==> src/fcc_pkg.sv <==
package fcc_pkg;
  // ----------------------------------------
  // Field sizes
  // ----------------------------------------
  localparam int TS_BYTES  = 8;
  localparam int CLS_BYTES = 4;
  localparam int MAC_BYTES = 6;
  localparam int MAX_HOPS  = 8;
  // ----------------------------------------
  // Byte codes
  // ----------------------------------------
  localparam logic [7:0] DIR_UNI     = 8'h00;
  localparam logic [7:0] DIR_BIDIR   = 8'h01;
  localparam logic [7:0] TUN_DIRECT  = 8'h00;
  localparam logic [7:0] TUN_RELAY   = 8'h01;
  localparam logic [7:0] RES_SUCCESS = 8'h00;
  localparam logic [7:0] RES_LAST    = 8'h06;
  // ----------------------------------------
  // Field walkers
  // ----------------------------------------
  typedef enum logic [11:0] {
    RF_IDLE  = 12'h001,
    RF_NODE  = 12'h002,
    RF_FLOW  = 12'h004,
    RF_TS    = 12'h008,
    RF_DIR   = 12'h010,
    RF_RMAC  = 12'h020,
    RF_RTS   = 12'h040,
    RF_RCLS  = 12'h080,
    RF_TUN   = 12'h100,
    RF_ENDP  = 12'h200,
    RF_RCNT  = 12'h400,
    RF_RLIST = 12'h800
  } fcc_req_fld_t;

  typedef enum logic [8:0] {
    CF_IDLE  = 9'h001,
    CF_NODE  = 9'h002,
    CF_FLOW  = 9'h004,
    CF_RES   = 9'h008,
    CF_DIR   = 9'h010,
    CF_RFLOW = 9'h020,
    CF_TUN   = 9'h040,
    CF_CNT   = 9'h080,
    CF_HOPS  = 9'h100
  } fcc_cnf_fld_t;

  function automatic fcc_req_fld_t req_next(fcc_req_fld_t f, logic bidir,
                                            logic tun, logic [7:0] n);
    case (f)
      RF_NODE: req_next = RF_FLOW;
      RF_FLOW: req_next = RF_TS;
      RF_TS:   req_next = RF_DIR;
      RF_DIR:  req_next = bidir ? RF_RMAC : RF_TUN;
      RF_RMAC: req_next = RF_RTS;
      RF_RTS:  req_next = RF_RCLS;
      RF_RCLS: req_next = RF_TUN;
      RF_TUN:  req_next = tun ? RF_ENDP : RF_IDLE;
      RF_ENDP: req_next = RF_RCNT;
      RF_RCNT: req_next = (n != 8'h00) ? RF_RLIST : RF_IDLE;
      default: req_next = RF_IDLE;
    endcase
  endfunction

  function automatic logic [7:0] req_len(fcc_req_fld_t f, logic [7:0] ts,
                                         logic [7:0] cls, logic [7:0] n);
    case (f)
      RF_TS:    req_len = ts;
      RF_RTS:   req_len = ts;
      RF_RMAC:  req_len = 8'(MAC_BYTES);
      RF_RCLS:  req_len = cls;
      RF_RLIST: req_len = n;
      default:  req_len = 8'h01;
    endcase
  endfunction

  function automatic fcc_cnf_fld_t cnf_next(fcc_cnf_fld_t f, logic bidir,
                                            logic [7:0] n);
    case (f)
      CF_NODE:  cnf_next = CF_FLOW;
      CF_FLOW:  cnf_next = CF_RES;
      CF_RES:   cnf_next = CF_DIR;
      CF_DIR:   cnf_next = bidir ? CF_RFLOW : CF_TUN;
      CF_RFLOW: cnf_next = CF_TUN;
      CF_TUN:   cnf_next = CF_CNT;
      CF_CNT:   cnf_next = (n != 8'h00) ? CF_HOPS : CF_IDLE;
      default:  cnf_next = CF_IDLE;
    endcase
  endfunction
endpackage

==> src/fcc_link_if.sv <==
`timescale 1ns/1ps
interface fcc_link_if;
  // Request stream, originator to endpoint
  logic       req_valid;
  logic [7:0] req_data;
  logic       req_last;
  // Confirm stream, endpoint to originator
  logic       cnf_valid;
  logic [7:0] cnf_data;
  logic       cnf_last;

  modport origin (
    output req_valid, req_data, req_last,
    input  cnf_valid, cnf_data, cnf_last
  );
  modport endpoint (
    input  req_valid, req_data, req_last,
    output cnf_valid, cnf_data, cnf_last
  );
endinterface

==> src/fcc_originator.sv <==
`timescale 1ns/1ps
module fcc_originator #(
  parameter int TS_BYTES  = fcc_pkg::TS_BYTES,
  parameter int CLS_BYTES = fcc_pkg::CLS_BYTES,
  parameter int MAX_HOPS  = fcc_pkg::MAX_HOPS
) (
  // Clock and reset
  input  logic                    i_clk,
  input  logic                    i_reset,
  // Link
  fcc_link_if.origin              lnk,
  // Request to send
  input  logic                    i_start,
  input  logic [7:0]              i_node_id,
  input  logic [7:0]              i_flow_num,
  input  logic [8*TS_BYTES-1:0]   i_traffic_spec,
  input  logic                    i_bidir,
  input  logic [47:0]             i_rev_mac,
  input  logic [8*TS_BYTES-1:0]   i_rev_traffic_spec,
  input  logic [8*CLS_BYTES-1:0]  i_rev_cls,
  input  logic                    i_tunnel,
  input  logic [7:0]              i_endpoint_id,
  input  logic [7:0]              i_relay_cnt,
  input  logic [8*MAX_HOPS-1:0]   i_relays,
  output logic                    o_busy,
  // Confirm received
  output logic                    o_cnf_valid,
  output logic                    o_cnf_error,
  output logic                    o_cnf_match,
  output logic                    o_cnf_success,
  output logic [7:0]              o_cnf_node,
  output logic [7:0]              o_cnf_flow,
  output logic [7:0]              o_cnf_result,
  output logic                    o_cnf_bidir,
  output logic [7:0]              o_cnf_rev_flow,
  output logic                    o_cnf_tunnel,
  output logic [7:0]              o_cnf_hop_count,
  output logic [8*MAX_HOPS-1:0]   o_cnf_hops
);
  // ----------------------------------------
  // Request builder
  // ----------------------------------------
  fcc_pkg::fcc_req_fld_t bst_q;
  fcc_pkg::fcc_req_fld_t bnx;
  logic [7:0]            bcnt_q;
  logic [7:0]            blen;
  logic [7:0]            nrel;
  logic [7:0]            bbyte;
  logic                  bend;
  logic                  req_valid_q;
  logic                  req_last_q;
  logic [7:0]            req_data_q;
  logic [7:0]            sent_flow_q;

  // Over-long route lists are cut, never overrun the relay vector
  assign nrel = (i_relay_cnt > 8'(MAX_HOPS)) ? 8'(MAX_HOPS) : i_relay_cnt;
  assign blen = fcc_pkg::req_len(bst_q, 8'(TS_BYTES), 8'(CLS_BYTES), nrel);
  assign bend = (bcnt_q == blen - 8'h01);
  assign bnx  = fcc_pkg::req_next(bst_q, i_bidir, i_tunnel, nrel);

  always_comb begin
    case (bst_q)
      fcc_pkg::RF_NODE:  bbyte = i_node_id;
      fcc_pkg::RF_FLOW:  bbyte = i_flow_num;
      fcc_pkg::RF_TS:    bbyte = i_traffic_spec[8*bcnt_q +: 8];
      fcc_pkg::RF_DIR:   bbyte = i_bidir ? fcc_pkg::DIR_BIDIR
                                         : fcc_pkg::DIR_UNI;
      fcc_pkg::RF_RMAC:  bbyte = i_rev_mac[8*bcnt_q +: 8];
      fcc_pkg::RF_RTS:   bbyte = i_rev_traffic_spec[8*bcnt_q +: 8];
      fcc_pkg::RF_RCLS:  bbyte = i_rev_cls[8*bcnt_q +: 8];
      fcc_pkg::RF_TUN:   bbyte = i_tunnel ? fcc_pkg::TUN_RELAY
                                          : fcc_pkg::TUN_DIRECT;
      fcc_pkg::RF_ENDP:  bbyte = i_endpoint_id;
      fcc_pkg::RF_RCNT:  bbyte = nrel;
      fcc_pkg::RF_RLIST: bbyte = i_relays[8*bcnt_q +: 8];
      default:           bbyte = 8'h00;
    endcase
  end

  always_ff @(posedge i_clk) begin
    if (i_reset) begin
      bst_q  <= fcc_pkg::RF_IDLE;
      bcnt_q <= 8'h00;
    end else if (bst_q == fcc_pkg::RF_IDLE) begin
      if (i_start) begin
        bst_q <= fcc_pkg::RF_NODE;
      end
    end else if (bend) begin
      bst_q  <= bnx;
      bcnt_q <= 8'h00;
    end else begin
      bcnt_q <= bcnt_q + 8'h01;
    end
  end

  always_ff @(posedge i_clk) begin
    if (i_reset) begin
      req_valid_q <= 1'b0;
      req_data_q  <= 8'h00;
      req_last_q  <= 1'b0;
      o_busy      <= 1'b0;
      sent_flow_q <= 8'h00;
    end else begin
      req_valid_q <= (bst_q != fcc_pkg::RF_IDLE);
      req_data_q  <= bbyte;
      req_last_q  <= (bst_q != fcc_pkg::RF_IDLE) && bend &&
                     (bnx == fcc_pkg::RF_IDLE);
      o_busy      <= (bst_q == fcc_pkg::RF_IDLE) ? i_start :
                     !(bend && (bnx == fcc_pkg::RF_IDLE));
      if (bst_q == fcc_pkg::RF_IDLE && i_start) begin
        sent_flow_q <= i_flow_num;
      end
    end
  end

  assign lnk.req_valid = req_valid_q;
  assign lnk.req_data  = req_data_q;
  assign lnk.req_last  = req_last_q;

  // ----------------------------------------
  // Confirm parser
  // ----------------------------------------
  fcc_pkg::fcc_cnf_fld_t pst_q;
  fcc_pkg::fcc_cnf_fld_t pnx;
  logic [7:0]            pcnt_q;
  logic [7:0]            plen;
  logic                  pdone;
  logic                  res_bad_q;
  logic [7:0]            d;

  assign d     = lnk.cnf_data;
  assign plen  = (pst_q == fcc_pkg::CF_HOPS) ? o_cnf_hop_count : 8'h01;
  assign pnx   = fcc_pkg::cnf_next(pst_q, d == fcc_pkg::DIR_BIDIR, d);
  assign pdone = (pcnt_q == plen - 8'h01) && (pnx == fcc_pkg::CF_IDLE);

  always_ff @(posedge i_clk) begin
    if (i_reset) begin
      pst_q  <= fcc_pkg::CF_NODE;
      pcnt_q <= 8'h00;
    end else if (lnk.cnf_valid) begin
      if (lnk.cnf_last || pdone) begin
        pst_q  <= fcc_pkg::CF_NODE;
        pcnt_q <= 8'h00;
      end else if (pcnt_q == plen - 8'h01) begin
        pst_q  <= pnx;
        pcnt_q <= 8'h00;
      end else begin
        pcnt_q <= pcnt_q + 8'h01;
      end
    end
  end

  always_ff @(posedge i_clk) begin
    if (i_reset) begin
      o_cnf_node      <= 8'h00;
      o_cnf_flow      <= 8'h00;
      o_cnf_result    <= 8'h00;
      o_cnf_success   <= 1'b0;
      res_bad_q       <= 1'b0;
      o_cnf_bidir     <= 1'b0;
      o_cnf_rev_flow  <= 8'h00;
      o_cnf_tunnel    <= 1'b0;
      o_cnf_hop_count <= 8'h00;
      o_cnf_hops      <= '0;
    end else if (lnk.cnf_valid) begin
      case (pst_q)
        fcc_pkg::CF_NODE: begin
          o_cnf_node      <= d;
          o_cnf_bidir     <= 1'b0;
          o_cnf_rev_flow  <= 8'h00;
          o_cnf_hop_count <= 8'h00;
        end
        fcc_pkg::CF_FLOW:  o_cnf_flow <= d;
        fcc_pkg::CF_RES: begin
          o_cnf_result  <= d;
          o_cnf_success <= (d == fcc_pkg::RES_SUCCESS);
          res_bad_q     <= (d > fcc_pkg::RES_LAST);
        end
        fcc_pkg::CF_DIR:   o_cnf_bidir <= (d == fcc_pkg::DIR_BIDIR);
        fcc_pkg::CF_RFLOW: o_cnf_rev_flow <= d;
        fcc_pkg::CF_TUN:   o_cnf_tunnel <= (d == fcc_pkg::TUN_RELAY);
        fcc_pkg::CF_CNT:   o_cnf_hop_count <= d;
        fcc_pkg::CF_HOPS: begin
          if (pcnt_q < 8'(MAX_HOPS)) begin
            o_cnf_hops[8*pcnt_q +: 8] <= d;
          end
        end
        default: o_cnf_node <= o_cnf_node;
      endcase
    end
  end

  always_ff @(posedge i_clk) begin
    if (i_reset) begin
      o_cnf_valid <= 1'b0;
      o_cnf_error <= 1'b0;
      o_cnf_match <= 1'b0;
    end else begin
      o_cnf_valid <= lnk.cnf_valid && (lnk.cnf_last || pdone);
      o_cnf_error <= lnk.cnf_valid && ((lnk.cnf_last != pdone) ||
                     (pdone && res_bad_q));
      // Only the flow number pairs a confirm with the open request
      o_cnf_match <= lnk.cnf_valid && pdone &&
                     (o_cnf_flow == sent_flow_q);
    end
  end
endmodule

==> src/flat_wrapper.sv <==
// flat-port wrapper written by rule: the top's interface ports become plain ports
module fcc_originator_flat 
#(
  parameter int TS_BYTES  = fcc_pkg::TS_BYTES,
  parameter int CLS_BYTES = fcc_pkg::CLS_BYTES,
  parameter int MAX_HOPS  = fcc_pkg::MAX_HOPS
)
  (i_clk, i_reset, i_start, i_node_id, i_flow_num, i_traffic_spec, i_bidir, i_rev_mac, i_rev_traffic_spec, i_rev_cls, i_tunnel, i_endpoint_id, i_relay_cnt, i_relays, o_busy, o_cnf_valid, o_cnf_error, o_cnf_match, o_cnf_success, o_cnf_node, o_cnf_flow, o_cnf_result, o_cnf_bidir, o_cnf_rev_flow, o_cnf_tunnel, o_cnf_hop_count, o_cnf_hops, lnk_req_valid, lnk_req_data, lnk_req_last, lnk_cnf_valid, lnk_cnf_data, lnk_cnf_last);
  fcc_link_if lnk_i ();
  input  logic i_clk;
  input  logic i_reset;
  input  logic i_start;
  input  logic [7:0] i_node_id;
  input  logic [7:0] i_flow_num;
  input  logic [8*TS_BYTES-1:0] i_traffic_spec;
  input  logic i_bidir;
  input  logic [47:0] i_rev_mac;
  input  logic [8*TS_BYTES-1:0] i_rev_traffic_spec;
  input  logic [8*CLS_BYTES-1:0] i_rev_cls;
  input  logic i_tunnel;
  input  logic [7:0] i_endpoint_id;
  input  logic [7:0] i_relay_cnt;
  input  logic [8*MAX_HOPS-1:0] i_relays;
  output logic o_busy;
  output logic o_cnf_valid;
  output logic o_cnf_error;
  output logic o_cnf_match;
  output logic o_cnf_success;
  output logic [7:0] o_cnf_node;
  output logic [7:0] o_cnf_flow;
  output logic [7:0] o_cnf_result;
  output logic o_cnf_bidir;
  output logic [7:0] o_cnf_rev_flow;
  output logic o_cnf_tunnel;
  output logic [7:0] o_cnf_hop_count;
  output logic [8*MAX_HOPS-1:0] o_cnf_hops;
  output wire logic [$bits(lnk_i.req_valid)-1:0] lnk_req_valid;
  output wire logic [$bits(lnk_i.req_data)-1:0] lnk_req_data;
  output wire logic [$bits(lnk_i.req_last)-1:0] lnk_req_last;
  input wire logic [$bits(lnk_i.cnf_valid)-1:0] lnk_cnf_valid;
  input wire logic [$bits(lnk_i.cnf_data)-1:0] lnk_cnf_data;
  input wire logic [$bits(lnk_i.cnf_last)-1:0] lnk_cnf_last;
  assign lnk_req_valid = lnk_i.req_valid;
  assign lnk_req_data = lnk_i.req_data;
  assign lnk_req_last = lnk_i.req_last;
  assign lnk_i.cnf_valid = lnk_cnf_valid;
  assign lnk_i.cnf_data = lnk_cnf_data;
  assign lnk_i.cnf_last = lnk_cnf_last;
  fcc_originator #(.TS_BYTES(TS_BYTES), .CLS_BYTES(CLS_BYTES), .MAX_HOPS(MAX_HOPS)) u_core (.i_clk(i_clk), .i_reset(i_reset), .lnk(lnk_i), .i_start(i_start), .i_node_id(i_node_id), .i_flow_num(i_flow_num), .i_traffic_spec(i_traffic_spec), .i_bidir(i_bidir), .i_rev_mac(i_rev_mac), .i_rev_traffic_spec(i_rev_traffic_spec), .i_rev_cls(i_rev_cls), .i_tunnel(i_tunnel), .i_endpoint_id(i_endpoint_id), .i_relay_cnt(i_relay_cnt), .i_relays(i_relays), .o_busy(o_busy), .o_cnf_valid(o_cnf_valid), .o_cnf_error(o_cnf_error), .o_cnf_match(o_cnf_match), .o_cnf_success(o_cnf_success), .o_cnf_node(o_cnf_node), .o_cnf_flow(o_cnf_flow), .o_cnf_result(o_cnf_result), .o_cnf_bidir(o_cnf_bidir), .o_cnf_rev_flow(o_cnf_rev_flow), .o_cnf_tunnel(o_cnf_tunnel), .o_cnf_hop_count(o_cnf_hop_count), .o_cnf_hops(o_cnf_hops));
endmodule
==> config.mk <==
export PLATFORM = sky130hd
export DESIGN_NAME = fcc_originator_flat
export DESIGN_NICKNAME = d
export VERILOG_FILES = /design/src/fcc_pkg.sv /design/src/fcc_link_if.sv /design/src/fcc_originator.sv /design/src/flat_wrapper.sv
export SDC_FILE = /design/constraint.sdc
export NUM_CORES = 1
export LEC_CHECK = 0
export BUFFER_PORTS_ARGS = -buffer_cell sky130_fd_sc_hd__buf_2
export CAP_MARGIN = 20
export CORE_AREA = 5 5 168 170
export DETAILED_ROUTE_END_ITERATION = 6
export DIE_AREA = 0 0 173 175
export PLACE_DENSITY_LB_ADDON = 0.25
export SETUP_SLACK_MARGIN = 0.02
export SLEW_MARGIN = 20
export SYNTH_ARGS = -nofsm -noshare
export SYNTH_HDL_FRONTEND = slang
export SYNTH_SLANG_ARGS = --single-unit
==> constraint.sdc <==
create_clock -name i_clk -period 3.7 [get_ports i_clk]
set_input_delay 0 -clock i_clk [delete_from_list [all_inputs] [get_ports i_clk]]
set_output_delay 0 -clock i_clk [all_outputs]
set_load 0.02 [all_outputs]
==> impl_metrics.toml <==
[timing]
hold_violations = 0
fmax_mhz = 289
fin_skew_ns = 0.0186
finalMaxSlewViolations = 0
worst_pin_slew_ns = 0.961
post-route-period-util = 0.936
setup_tns_ns = 0
min_period_ns = 3.46
setup_viol_count_final = 0
timing.final.ws_setup_ns = 0.238
max_slew_margin = 0.354

[hold_path]
holdPathStages = 4
hold_start = "i_endpoint_id[3]"
holdCritPathClass = "input port to flip-flop"
hold_end = "u_core.lnk.req_data[3]"

[global_route]
antenna_found_initial = 8
grt_pass1_wl_mm = 71.1
grt_util_all_layers = 0.296
grt_max_degree = 84
first_global_vias = 12000
grt_remaining_overflow = 0

[route]
vias_per_cell = 5.90
post-route-drc-count = 0
vias = 12400
antenna_left = 0
first_iter_violations = 1111
dr.pass1.iters = 6
routed_wl_mm = 47.3
wl_per_cell_um = 22.6

[cells_and_area]
register_area_um2 = 3350
multi_input_area_um2 = 6360
syn2layout_area_growth_pct = 35.3
nets = 2063
num-fill-cells = 2615
final_cell_area_um2 = 13700
drive_gt1_frac = 0.333

[yosys]
synth_ff_type = "dfxtp_1"
postSynthAreaPerCell_um2 = 7.70
syn_inst = 1319
ys_types = 77
synth-async-reset-ratio = 0
syn_area_um2 = 10200
yosysWarnings = 0
synth-edff-count = 0
synth_seq_cells = 167
ys_seq_area_frac = 0.329
synth_nets = 1645

[setup_path]
path_max_fanout = 7
critPathKind = "flip-flop to flip-flop"
critPathLaunchType = "flip-flop"
timing.rr.start = "u_core.pst_q[4]"
endpoint_kind = "flip-flop"
r2r_cells = 16
reg2reg_slack_ns = 0.24
cp.arrival_ns = 3.73
r2r-end = "u_core.pst_q[2]"
required_ns = 3.97

[clocking]
h-tree-depth = 4
cts.sinks = 167
clk_pin_slew_ns = 0.08
cts_tree = "yes"
clock_latency_ns = 0.44
cts_root_buf = "clkbuf_16"
cts_made_buffers = 17
clockBufferDepth = 2

[floorplan]
io_pins = 440
dieArea_um2 = 30300
core_area_um2 = 26600
rows = 60
start_util = 0.382
dieHeight_um = 175
die_w_um = 173

[outcome]
status = "complete, no violations"

[place]
postPlaceCellArea_um2 = 12700
dpl_worst_slack_ns = 0.116
io_buffers = 439
dp_hpwl_mm = 36.8
gp_congestion = 0.963

[power]
p_leak_nw = 5.76
powerDensity_nw_per_um2 = 343
vdd_drop_max_mv = 0.341

[job]
cap_violations = 0
-- Yosys cell counts (18+ instances only) --
library cell | instances | area share
nor3_1 | 30 | 0.015
dfxtp_1 | 167 | 0.33
xor2_1 | 19 | 0.016
nor4_1 | 21 | 0.013
a22oi_1 | 33 | 0.024
a21oi_1 | 153 | 0.075
clkbuf_1 | 96 | 0.035
nand3_1 | 133 | 0.066
nand2_1 | 189 | 0.070
o21ai_0 | 30 | 0.015
inv_1 | 38 | 0.014
and3_1 | 18 | 0.011
nor2_1 | 53 | 0.020
-- placed cells by master (no fill, tap or decap), drive strengths merged, types with 15 or more instances in the layout --
cell type,instances
buf,485
nand2,189
dfxtp,167
a21oi,153
nand3,133
nor2,53
inv,45
a22oi,33
o21ai,30
nor3,30
nor4,28
dlygate4sd3,27
xor2,19
and3,18
clkbuf,18
xnor2,17
a22o,16
a221oi,15
-- sequential cells by signal, summed over array words and instances, names as in the netlist, 8 cells and up --
signal,cells
u_core.o_cnf_hops,64
u_core.o_cnf_flow,8
u_core.bcnt_q,8
u_core.o_cnf_result,8
u_core.o_cnf_hop_count,8
u_core.sent_flow_q,8
u_core.pst_q,9
u_core.lnk.req_data,8
u_core.pcnt_q,8
u_core.o_cnf_node,8
u_core.o_cnf_rev_flow,8
u_core.bst_q,12
-- critical path, stage by stage, from the launching register on --
cell and delay, ns:
dfxtp_1 0.48, nor4_4 0.07, buf_4 0.16, and3_1 0.19, nand2_1 0.12, ha_4 0.17
or3b_4 0.40, o31a_1 0.26, a211oi_2 0.22, xnor2_1 0.13, nor4b_4 0.26, nand2_1 0.12
ha_2 0.22, nand2_1 0.11, a2bb2oi_2 0.19, buf_6 0.15, o22ai_1 0.07
-- logic make-up after synthesis --
logic type	Yosys count	share of synthesized area
AOI/OAI and AO/OA	380	0.250
xor gates and xnor gates	37	0.0333
adders and majority gates	7	0.00863
buffers and inverters	151	0.0587
DFF	167	0.329
muxes	28	0.0438
and+or+nand+nor	549	0.276
-- per-stage QoR --
step                      hold slack, ns  total power (W)  utilization  std cells
after floorplan                    0.147          0.00239            -       1319
after global placement             0.276          0.00282        0.480       2031
after detailed placement           0.290          0.00283        0.480       2031
after CTS                        0.00907          0.00472        0.513       2090
after global routing              0.0345          0.00489        0.517       2097
final                             0.0300          0.00472        0.517       2097
-- cell type report --
class	instances	area share
flip-flops and latches	167	0.244
multi-input cells	1001	0.463
well taps	341	0.0311
clock buffers	18	0.0312
clock inverters	14	0.0135
inverters	38	0.0104
diodes	6	0.00109
repair buffers	512	0.206
-- worst max path at each step --
stage / startpoint / to / slack (ns) / cells past startpoint
floorplan: u_core.bst_q[3] / u_core.bst_q[9] / -0.02 / 16
global placement: u_core.pst_q[1] / u_core.pst_q[2] / 0.21 / 15
detailed placement: u_core.pst_q[1] / u_core.pst_q[2] / 0.12 / 15
CTS: u_core.pst_q[1] / u_core.pst_q[2] / 0.10 / 15
global route: u_core.pst_q[6] / u_core.pst_q[8] / -0.005 / 16
finish: u_core.pst_q[4] / u_core.pst_q[2] / 0.24 / 16
-- repair_timing --
action	CTS	global route
hold buffers	27	0
setup buffers	0	0
gates resized for setup	0	18
hold endpoints to repair	21	0
setup endpoints to repair	0	20
-- per-layer routing --
layer	part of all wire	track usage	up-vias
met2	0.51	0.524	613
met4	0.037	0.119	4
met1	0.38	0.347	5891
li1	-	-	5758
met5	0.00059	0	-
met3	0.075	0.0675	101
-- where the power goes --
| group | leakage (nW) | internal [W] | switching, W |
|---|---|---|---|
| clock | 0.293 | 0.00103 | 0.000836 |
| sequential | 1.35 | 0.00186 | 0.0000404 |
| combinational | 4.11 | 0.000386 | 0.000567 |
| total | 5.76 | 0.00327 | 0.00144 |
Power figures use the tool's default switching activity.
